===== config.mk =====
export PLATFORM = sky130hd
export DESIGN_NAME = pmesc_counter_top
export DESIGN_NICKNAME = d
export VERILOG_FILES = /design/src/pmesc_pkg.sv /design/src/pmesc_counter_top.sv /design/src/pmesc_event_sel.sv
export SDC_FILE = /design/constraint.sdc
export NUM_CORES = 1
export LEC_CHECK = 0
export ABC_AREA = 1
export BUFFER_PORTS_ARGS = -buffer_cell sky130_fd_sc_hd__clkbuf_2
export CAP_MARGIN = 10
export CORE_UTILIZATION = 40
export CTS_CLUSTER_SIZE = 16
export DETAILED_ROUTE_END_ITERATION = 10
export PLACE_DENSITY_LB_ADDON = 0.25
export SKIP_CTS_REPAIR_TIMING = 1
export SLEW_MARGIN = 10
export SYNTH_ARGS = -nofsm -noshare
export SYNTH_HDL_FRONTEND = slang
export SYNTH_SLANG_ARGS = --single-unit

===== constraint.sdc =====
create_clock -name aclk -period 6.35 [get_ports aclk]
set_clock_uncertainty 0.15 [all_clocks]
set_input_delay 0.3175 -clock aclk [delete_from_list [all_inputs] [get_ports aclk]]
set_output_delay 0.3175 -clock aclk [all_outputs]
set_load 0.1 [all_outputs]

===== src/pmesc_pkg.sv =====
// pmesc_pkg: constants, codes, register map and event carrier
// Assumes AXI4-Lite with 32-bit data and a 12-bit byte address
package pmesc_pkg;

  localparam int NCNT   = 8;
  localparam int CW     = 32;
  localparam int AW     = 12;
  localparam int EW     = 6;
  localparam int IW     = 4;
  localparam int SW     = 4;
  localparam int BYTE_W = 8;
  localparam int IDX_LO = 2;
  localparam int IDX_HI = 4;
  localparam int BLK_LO = 5;

  typedef logic [EW-1:0] pmesc_code_t;
  typedef logic [IW-1:0] pmesc_inc_t;
  typedef logic [CW:0]   pmesc_sum_t;
  typedef logic [2:0]    pmesc_idx_t;

  // Event select codes
  localparam pmesc_code_t EV_CYCLE   = 6'h00;
  localparam pmesc_code_t EV_INSN    = 6'h01;
  localparam pmesc_code_t EV_UOP     = 6'h02;
  localparam pmesc_code_t EV_IBUF    = 6'h03;
  localparam pmesc_code_t EV_LDST    = 6'h08;
  localparam pmesc_code_t EV_BRANCH  = 6'h09;
  localparam pmesc_code_t EV_FPOP    = 6'h0a;
  localparam pmesc_code_t EV_FMA     = 6'h0b;
  localparam pmesc_code_t EV_PREF    = 6'h0c;
  localparam pmesc_code_t EV_REFETCH = 6'h12;
  localparam pmesc_code_t EV_ISSUE   = 6'h13;
  localparam pmesc_code_t EV_ALT     = 6'h15;
  localparam pmesc_code_t EV_TRAP    = 6'h16;
  localparam pmesc_code_t EV_MISC    = 6'h1b;
  localparam pmesc_code_t EV_OFF     = 6'h3f;

  // Counter positions: upper then lower of each pair
  localparam pmesc_idx_t IX_U0 = 3'h0;
  localparam pmesc_idx_t IX_L0 = 3'h1;
  localparam pmesc_idx_t IX_U1 = 3'h2;
  localparam pmesc_idx_t IX_L1 = 3'h3;
  localparam pmesc_idx_t IX_U2 = 3'h4;
  localparam pmesc_idx_t IX_L2 = 3'h5;
  localparam pmesc_idx_t IX_U3 = 3'h6;
  localparam pmesc_idx_t IX_L3 = 3'h7;

  localparam pmesc_inc_t INC_ONE  = 4'h1;
  localparam pmesc_inc_t INC_NONE = 4'h0;
  localparam logic [2:0] ISSUE_NONE = 3'h0;

  // Register map (byte addresses)
  localparam logic [AW-1:0] A_CTRL     = 12'h000;
  localparam logic [AW-1:0] A_STAT     = 12'h004;
  localparam logic [AW-1:0] A_WINU     = 12'h008;
  localparam logic [AW-1:0] A_WINL     = 12'h00c;
  localparam logic [AW-1:0] A_SEL_BASE = 12'h020;
  localparam logic [AW-1:0] A_CNT_BASE = 12'h040;

  // Control fields
  localparam int CTRL_W       = 5;
  localparam int CTRL_EN      = 0;
  localparam int CTRL_UT      = 1;
  localparam int CTRL_ST      = 2;
  localparam int CTRL_PAIR_LO = 3;
  localparam int CTRL_PAIR_HI = 4;

  localparam logic [CTRL_W-1:0] CTRL_RST = 5'h00;
  localparam logic [CW-1:0]     CNT_RST  = 32'h0000_0000;
  localparam logic [CW-1:0]     ZERO_W   = 32'h0000_0000;
  localparam logic [1:0] RESP_OKAY   = 2'h0;
  localparam logic [1:0] RESP_SLVERR = 2'h2;

  typedef enum logic [2:0] {
    TRK_VECT   = 3'b000,
    TRK_LEVEL  = 3'b001,
    TRK_SPILL  = 3'b010,
    TRK_FILL   = 3'b011,
    TRK_TCC    = 3'b100,
    TRK_ITRANS = 3'b101,
    TRK_DTRANS = 3'b110
  } pmesc_trap_e;

  typedef struct packed {
    logic        supervisor;
    logic [2:0]  commit_insn;
    logic [3:0]  commit_uop;
    logic [2:0]  commit_ldst;
    logic [2:0]  commit_branch;
    logic [2:0]  commit_fpop;
    logic [2:0]  commit_fma;
    logic [2:0]  commit_pref;
    logic        trap_taken;
    pmesc_trap_e trap_kind;
    logic        commit_refetch;
    logic        mispredict_flush;
    logic [2:0]  issue_uop;
    logic        issue_buf_empty;
  } pmesc_event_s;

endpackage


===== src/pmesc_counter_top.sv =====
// pmesc_counter_top: eight selectable event counters behind AXI4-Lite
// Assumes one clock, pipeline events synchronous to aclk, AXI4-Lite master
//
// Design decisions made here: the placing of the registers and register access over AXI4-Lite.
`timescale 1ns/1ns
`default_nettype none
// Behaviour
// - Select code all ones stops that counter completely.
// - Code zero adds one every cycle while monitoring is enabled.
// - Cycle counting obeys the user and supervisor select bits.
// - Code one adds the committed instruction count per cycle.
// - Code 0x08 counts committed loads, stores and atomics.
// - Code 0x09 counts committed branches, calls, jumps and returns.
// - Code 0x0a counts committed float operations except fused multiply-add.
// - Code 0x0b counts only committed fused multiply-add instructions.
// - Code 0x0c counts committed software prefetches.
// - All-traps event counts every taken trap, equalling the per-kind sum.
// - Trap code gives per-position trap kinds in fixed counter order.
// - Issue events count speculatively; cycle, empty-buffer and zero-issue events count cycles; others count committed work.
// - Code 0x02 on upper counters 0 and 2 counts committed micro-ops.
// - Code 0x03 on upper counters 0 and 2 counts empty issue buffer cycles.
// - Re-fetch event counts commit-time re-fetches of any cause.
// - Flush event counts each mispredict pipeline flush once.
// - Zero-issue event counts cycles issuing no micro-op.
// - Issue events count cycles issuing exactly one to four micro-ops.
module pmesc_counter_top
  import pmesc_pkg::*;
(
  // Clock and reset
  input  wire logic          aclk,
  input  wire logic          aresetn,
  // Write address channel
  input  wire logic [AW-1:0] awaddr,
  input  wire logic          awvalid,
  output logic               awready,
  // Write data channel
  input  wire logic [CW-1:0] wdata,
  input  wire logic [SW-1:0] wstrb,
  input  wire logic          wvalid,
  output logic               wready,
  // Write response channel
  output logic [1:0]         bresp,
  output logic               bvalid,
  input  wire logic          bready,
  // Read address channel
  input  wire logic [AW-1:0] araddr,
  input  wire logic          arvalid,
  output logic               arready,
  // Read data channel
  output logic [CW-1:0]      rdata,
  output logic [1:0]         rresp,
  output logic               rvalid,
  input  wire logic          rready,
  // Pipeline events
  input  wire pmesc_event_s  ev
);

  function automatic logic word_is(input logic [AW-1:0] a,
                                   input logic [AW-1:0] b);
    word_is = a[AW-1:IDX_LO] == b[AW-1:IDX_LO];
  endfunction

  function automatic logic blk_is(input logic [AW-1:0] a,
                                  input logic [AW-1:0] b);
    blk_is = a[AW-1:BLK_LO] == b[AW-1:BLK_LO];
  endfunction

  // Slot inside a 32-byte select or counter block
  function automatic pmesc_idx_t slot_of(input logic [AW-1:0] a);
    slot_of = a[IDX_HI:IDX_LO];
  endfunction

  // Counters hit by an access: direct slot or pair window
  function automatic logic [NCNT-1:0] cnt_map(input logic [AW-1:0] a,
                                              input logic [1:0]    pr);
    logic [NCNT-1:0] m;
    m = '0;
    if (blk_is(a, A_CNT_BASE))
      m[slot_of(a)] = 1'b1;
    if (word_is(a, A_WINU))
      m[{pr, 1'b0}] = 1'b1;
    if (word_is(a, A_WINL))
      m[{pr, 1'b1}] = 1'b1;
    cnt_map = m;
  endfunction

  function automatic logic addr_ok(input logic [AW-1:0] a);
    addr_ok = word_is(a, A_CTRL) || word_is(a, A_STAT)
           || word_is(a, A_WINU) || word_is(a, A_WINL)
           || blk_is(a, A_SEL_BASE) || blk_is(a, A_CNT_BASE);
  endfunction

  function automatic logic [CW-1:0] strb_merge(input logic [CW-1:0] old,
                                               input logic [CW-1:0] nw,
                                               input logic [SW-1:0] st);
    logic [CW-1:0] r;
    r = old;
    for (int b = 0; b < SW; b++)
    begin
      if (st[b])
        r[b*BYTE_W +: BYTE_W] = nw[b*BYTE_W +: BYTE_W];
    end
    strb_merge = r;
  endfunction

  // Register state
  logic [CTRL_W-1:0] ctrl_reg;
  pmesc_code_t       sel_reg [NCNT];
  logic [CW-1:0]     cnt_reg [NCNT];
  logic [NCNT-1:0]   ovf_reg;

  // Bus state
  logic              awready_reg;
  logic              wready_reg;
  logic              bvalid_reg;
  logic [1:0]        bresp_reg;
  logic [AW-1:0]     aw_addr_reg;
  logic [CW-1:0]     w_data_reg;
  logic [SW-1:0]     w_strb_reg;
  logic              arready_reg;
  logic              rvalid_reg;
  logic [1:0]        rresp_reg;
  logic [CW-1:0]     rdata_reg;

  // Datapath
  pmesc_inc_t        inc     [NCNT];
  pmesc_sum_t        sum     [NCNT];
  logic [NCNT-1:0]   carry;
  logic              active;
  logic [1:0]        pair;
  logic              do_wr;
  logic [NCNT-1:0]   cnt_wmask;
  logic [NCNT-1:0]   rd_cmask;
  logic [CW-1:0]     rd_data;

  assign awready = awready_reg;
  assign wready  = wready_reg;
  assign bvalid  = bvalid_reg;
  assign bresp   = bresp_reg;
  assign arready = arready_reg;
  assign rvalid  = rvalid_reg;
  assign rresp   = rresp_reg;
  assign rdata   = rdata_reg;

  assign pair = ctrl_reg[CTRL_PAIR_HI:CTRL_PAIR_LO];

  // Privilege gating applies to every event, cycle counts included
  always_comb
  begin
    active = ctrl_reg[CTRL_EN]
          && (ev.supervisor ? ctrl_reg[CTRL_ST] : ctrl_reg[CTRL_UT]);
  end

  // One decoder per position, each seeing only its own select
  genvar g;
  generate
    for (g = 0; g < NCNT; g++)
    begin : g_sel
      pmesc_event_sel u_sel (
        .code (sel_reg[g]),
        .idx  (pmesc_idx_t'(g)),
        .ev   (ev),
        .inc  (inc[g])
      );
    end
  endgenerate

  // Counters that the pending bus write lands on
  always_comb
  begin
    cnt_wmask = do_wr ? cnt_map(aw_addr_reg, pair) : '0;
  end

  always_comb
  begin
    for (int i = 0; i < NCNT; i++)
    begin
      sum[i]   = {1'b0, cnt_reg[i]} + pmesc_sum_t'(inc[i]);
      carry[i] = active && !cnt_wmask[i] && sum[i][CW];
    end
  end

  // Write address and data taken independently; write once both held
  assign do_wr = !awready_reg && !wready_reg && !bvalid_reg;

  always_ff @(posedge aclk)
  begin
    if (!aresetn)
    begin
      awready_reg <= 1'b1;
      aw_addr_reg <= '0;
    end
    else if (awvalid && awready_reg)
    begin
      awready_reg <= 1'b0;
      aw_addr_reg <= awaddr;
    end
    else if (do_wr)
      awready_reg <= 1'b1;
  end

  always_ff @(posedge aclk)
  begin
    if (!aresetn)
    begin
      wready_reg <= 1'b1;
      w_data_reg <= ZERO_W;
      w_strb_reg <= '0;
    end
    else if (wvalid && wready_reg)
    begin
      wready_reg <= 1'b0;
      w_data_reg <= wdata;
      w_strb_reg <= wstrb;
    end
    else if (do_wr)
      wready_reg <= 1'b1;
  end

  always_ff @(posedge aclk)
  begin
    if (!aresetn)
    begin
      bvalid_reg <= 1'b0;
      bresp_reg  <= RESP_OKAY;
    end
    else if (do_wr)
    begin
      bvalid_reg <= 1'b1;
      bresp_reg  <= addr_ok(aw_addr_reg) ? RESP_OKAY : RESP_SLVERR;
    end
    else if (bvalid_reg && bready)
      bvalid_reg <= 1'b0;
  end

  // Control and select fields live in byte lane 0
  always_ff @(posedge aclk)
  begin
    if (!aresetn)
      ctrl_reg <= CTRL_RST;
    else if (do_wr && w_strb_reg[0] && word_is(aw_addr_reg, A_CTRL))
      ctrl_reg <= w_data_reg[CTRL_W-1:0];
  end

  // Selects reset to the disabled code so nothing counts until set up
  always_ff @(posedge aclk)
  begin
    if (!aresetn)
    begin
      for (int i = 0; i < NCNT; i++)
        sel_reg[i] <= EV_OFF;
    end
    else if (do_wr && w_strb_reg[0] && blk_is(aw_addr_reg, A_SEL_BASE))
      sel_reg[slot_of(aw_addr_reg)] <= w_data_reg[EW-1:0];
  end

  // Software write wins over a same-cycle increment of that counter
  always_ff @(posedge aclk)
  begin
    if (!aresetn)
    begin
      for (int i = 0; i < NCNT; i++)
        cnt_reg[i] <= CNT_RST;
    end
    else
    begin
      for (int i = 0; i < NCNT; i++)
      begin
        if (cnt_wmask[i])
          cnt_reg[i] <= strb_merge(cnt_reg[i], w_data_reg, w_strb_reg);
        else if (active)
          cnt_reg[i] <= sum[i][CW-1:0];
      end
    end
  end

  // Sticky wrap flags, write one to clear; a new wrap beats the clear
  always_ff @(posedge aclk)
  begin
    if (!aresetn)
      ovf_reg <= '0;
    else if (do_wr && w_strb_reg[0] && word_is(aw_addr_reg, A_STAT))
      ovf_reg <= (ovf_reg & ~w_data_reg[NCNT-1:0]) | carry;
    else
      ovf_reg <= ovf_reg | carry;
  end

  // Counters a read address reaches, windows included
  always_comb
  begin
    rd_cmask = cnt_map(araddr, pair);
  end

  // Read decode
  always_comb
  begin
    rd_data  = ZERO_W;
    if (word_is(araddr, A_CTRL))
      rd_data = CW'(ctrl_reg);
    else if (word_is(araddr, A_STAT))
      rd_data = CW'(ovf_reg);
    else if (blk_is(araddr, A_SEL_BASE))
      rd_data = CW'(sel_reg[slot_of(araddr)]);
    else
    begin
      for (int i = 0; i < NCNT; i++)
      begin
        if (rd_cmask[i])
          rd_data = rd_data | cnt_reg[i];
      end
    end
  end

  // One read in flight; a new address waits for rready
  always_ff @(posedge aclk)
  begin
    if (!aresetn)
      arready_reg <= 1'b1;
    else if (arvalid && arready_reg)
      arready_reg <= 1'b0;
    else if (rvalid_reg && rready)
      arready_reg <= 1'b1;
  end

  always_ff @(posedge aclk)
  begin
    if (!aresetn)
    begin
      rvalid_reg <= 1'b0;
      rresp_reg  <= RESP_OKAY;
      rdata_reg  <= ZERO_W;
    end
    else if (arvalid && arready_reg)
    begin
      rvalid_reg <= 1'b1;
      rresp_reg  <= addr_ok(araddr) ? RESP_OKAY : RESP_SLVERR;
      rdata_reg  <= rd_data;
    end
    else if (rvalid_reg && rready)
      rvalid_reg <= 1'b0;
  end

endmodule
`default_nettype wire


===== src/pmesc_event_sel.sv =====
// pmesc_event_sel: decodes one counter's select code into an increment
// Assumes event inputs already settled in the current aclk cycle
`timescale 1ns/1ns
`default_nettype none
module pmesc_event_sel
  import pmesc_pkg::*;
(
  // Selection
  input  wire pmesc_code_t  code,
  input  wire pmesc_idx_t   idx,
  // Events
  input  wire pmesc_event_s ev,
  // Increment
  output pmesc_inc_t        inc
);

  function automatic pmesc_inc_t b2i(input logic b);
    b2i = b ? INC_ONE : INC_NONE;
  endfunction

  function automatic pmesc_trap_e trap_of(input pmesc_idx_t i);
    case (i)
      IX_L0:   trap_of = TRK_VECT;
      IX_U1:   trap_of = TRK_LEVEL;
      IX_L1:   trap_of = TRK_SPILL;
      IX_U2:   trap_of = TRK_FILL;
      IX_L2:   trap_of = TRK_TCC;
      IX_U3:   trap_of = TRK_ITRANS;
      default: trap_of = TRK_DTRANS;
    endcase
  endfunction

  logic upper_even;

  always_comb
  begin
    upper_even = (idx == IX_U0) || (idx == IX_U2);
    inc = INC_NONE;
    case (code)
      EV_CYCLE:   inc = INC_ONE;
      EV_INSN:    inc = pmesc_inc_t'(ev.commit_insn);
      EV_UOP:     inc = upper_even ? ev.commit_uop : INC_NONE;
      EV_IBUF:    inc = b2i(upper_even && ev.issue_buf_empty);
      EV_LDST:    inc = pmesc_inc_t'(ev.commit_ldst);
      EV_BRANCH:  inc = pmesc_inc_t'(ev.commit_branch);
      EV_FPOP:    inc = pmesc_inc_t'(ev.commit_fpop);
      EV_FMA:     inc = pmesc_inc_t'(ev.commit_fma);
      EV_PREF:    inc = pmesc_inc_t'(ev.commit_pref);
      EV_REFETCH:
      begin
        if (idx == IX_U0)
          inc = b2i(ev.commit_refetch);
        else if (idx == IX_L0)
          inc = b2i(ev.mispredict_flush);
      end
      EV_ISSUE:
      begin
        // Issue counts are speculative, taken at the issue stage
        if (idx <= IX_L1)
          inc = b2i(ev.issue_uop == 3'(idx + 3'h1));
      end
      EV_ALT:
      begin
        if (idx == IX_L1)
          inc = b2i(ev.mispredict_flush);
        else if (idx == IX_U3)
          inc = b2i(ev.commit_refetch);
      end
      EV_TRAP:
      begin
        if (idx == IX_U0)
          inc = b2i(ev.trap_taken);
        else
          inc = b2i(ev.trap_taken && ev.trap_kind == trap_of(idx));
      end
      EV_MISC:
      begin
        if (idx == IX_L1)
          inc = b2i(ev.issue_uop == ISSUE_NONE);
        else if (idx == IX_U2)
          inc = b2i(ev.mispredict_flush);
      end
      EV_OFF:     inc = INC_NONE;
      default:    inc = INC_NONE;
    endcase
  end

endmodule
`default_nettype wire


==> reports/metrics.cfg <==
[status]
status = finished clean

[die]
die_area_sq_mm = 0.0703
die_h_um = 265
num_rows = 96
die_w_um = 265
core-area_sq_mm = 0.0686
initial_utilization_pct = 40.4
ios = 141

[clock_tree]
cts_buffers = 49
cts_root_buf = clkbuf_16
clkTransAtPathRegs_ps = 60
cts_tree = yes
cts_num_sinks = 402
clk_path_buf_depth = 3
cts.htree.levels = 2
clock_latency_ps = 640

[timing]
worstMarginPinSlew_ps = 1070
min_period_over_period_pct = 68.6
slew_headroom_pct = 28.3
rsz0062_at_grt = no
fin_tns_setup_ps = 0
finalSetupViolations = 0
hold_violations = 0
timing.fmax_ghz = 0.230
drv_slew = 0
fin_crit_ps = 4360
worst_hold_slack_ps = 4.25

[routing]
drc = 0
postRouteAntennaNets = 0
first_pass_iters = 7
viasPerCell = 5.77
routed_wl_um = 118000
dr_total_vias = 28100
wl_per_cell_um = 24.2
first_iter_violations = 3599

[worst_setup_path]
startpoint_type = register
cp.arrival_ps = 4750
crit_fanout = 4
worst_setup_path_end_kind = register
cp.required_ps = 6740
path_class = reg2reg
worst_r2r_path_depth = 19

[place]
place_hpwl_um = 92000
numPortBuffers = 134
gp_congestion = 1.03

[pwr]
power_density_mw_per_mm2 = 211
leakage_nw = 12.1
ir_drop_mv = 0.232

[yosys]
syn_area_sq_mm = 0.0277
synth-edff-count = 304
ys_warn_count = 0
avgSynthCellArea_sq_um = 7.36
async_flop_share_pct = 0
synth_ff_type = edfxtp_1
synth_cells = 3762
ys_seq_area_share_pct = 40.1
synth-seq-cells = 402
yosysUniqueCellTypes = 56

[finish]
drive_gt1_share_pct = 8.30
largest_register_ffs = 256
fin_nets = 4032
layout_common_cells = 749 x nand2_1, 470 x nor2_1, 458 x inv_1
synthToLayoutAreaGrowth_pct = 13.0
mostFrequentLayoutCell = nand2_1

[global_routing]
grt.total_usage_pct = 32.5
grt_pass1_wl_um = 168000
grt_pass1_vias = 25700
grt_start_max_net_pins = 79
antenna_found_initial = 2
grt_remaining_overflow = 0

[flow_run]
cap_violations = 0

[hold_path]
worstHoldPathType = in2reg
hold_depth = 3

[kinds of logic after synthesis]
group	share of synthesized area, %
and+or+nand+nor	26.4
AOI/OAI and AO/OA	16.4
buffers and inverters	8.82
DFF	40.1
xor gates and xnor gates	6.58
adders and majority gates	1.75
other	0.0135
[where the power goes]
group | internal [W] | switching (W)
clock network | 0.00161 | 0.00130
registers | 0.00293 | 0.000161
logic | 0.000153 | 0.000460
[cells in the mapped netlist (5+ instances only)]
master	count	area share, %
nand2_1	751	10
nor2_1	470	6.4
inv_1	458	6.2
o21ai_0	341	6.2
edfxtp_1	304	33
a21oi_1	227	4.1
xor2_1	190	6.0
nand3_1	146	2.6
nor3_1	130	2.3
o22ai_1	108	2.4
dfxtp_1	98	7.1
nand4_1	72	1.6
clkbuf_1	58	0.79
buf_2	47	0.85
nor4_1	47	1.1
o21ai_1	44	0.80
ha_1	26	1.2
inv_2	26	0.35
xnor2_1	18	0.57
a31oi_1	16	0.36
buf_4	16	0.43
nand2_2	15	0.34
a211oi_1	14	0.38
nor2_2	14	0.32
a221oi_1	12	0.38
and3_1	12	0.27
o2111ai_1	10	0.32
o211ai_1	9	0.24
fa_1	8	0.58
a22o_1	7	0.22
nor2_4	6	0.24
nor3_2	6	0.22
o221ai_1	5	0.16
[path summary, 6_finish.rpt]
path                            slack [ps]                          end                   startpoint
worst max-delay path                  1990        ovf_reg[1]$_SDFF_PN0_  sel_reg[1][5]$_SDFFCE_PN1P_
worst min-delay path                     4  w_data_reg[18]$_SDFFE_PN0P_                    wdata[18]
worst max register to register        1990        ovf_reg[1]$_SDFF_PN0_  sel_reg[1][5]$_SDFFCE_PN1P_
worst min register to register         310       rdata[11]$_SDFFE_PN0P_       rdata[11]$_SDFFE_PN0P_
[layer usage]
metal / routed length, um / track usage, % / up-vias / part of all wire [%]
met2: 50800 / 49.2 / 1534 / 43
met3: 14800 / 8.55 / 192 / 13
li1: - / - / 13000 / -
met4: 3720 / 9.65 / 0 / 3.2
met5: 0 / 0 / - / 0
met1: 48600 / 45.3 / 13400 / 41
[stage by stage]
step	util [%]	area [sq um]	power (W)	worst slack (ps)	instances
floorplan	-	27700	0.00341	2870	3763
global placement	42.4	29100	0.00369	2050	4722
detailed placement	42.4	29100	0.00370	2030	4722
CTS	44.8	30700	0.00657	2000	4814
global route	45.6	31300	0.00675	1560	4870
finish	45.6	31300	0.00661	1990	4872
[area by class of cell]
cell class	instances	area, sq um
multi-input cells	2750	14200
clock inverters	27	263
inverters	486	1820
fillers	7079	37300
well taps	931	1160
diodes	2	5.00
clock buffers	65	1380
repair buffers	209	1380
flip-flops and latches	402	11100
[critical path: stages, from the launching register on]
cell and delay (ps):
edfxtp_1 410, nor2_1 120, inv_1 80, nor3_1 190, inv_1 80, nor3_1 310
a221oi_1 130, nand3_1 180, ha_1 200, inv_1 60, fa_1 400, inv_1 70
nand2_1 60, a21oi_1 360, nand2_1 180, nor3_1 230, nand3_1 180, nor2_1 240
nand4_1 380, a21oi_1 250
No activity file was read; power rests on OpenSTA's default activity.
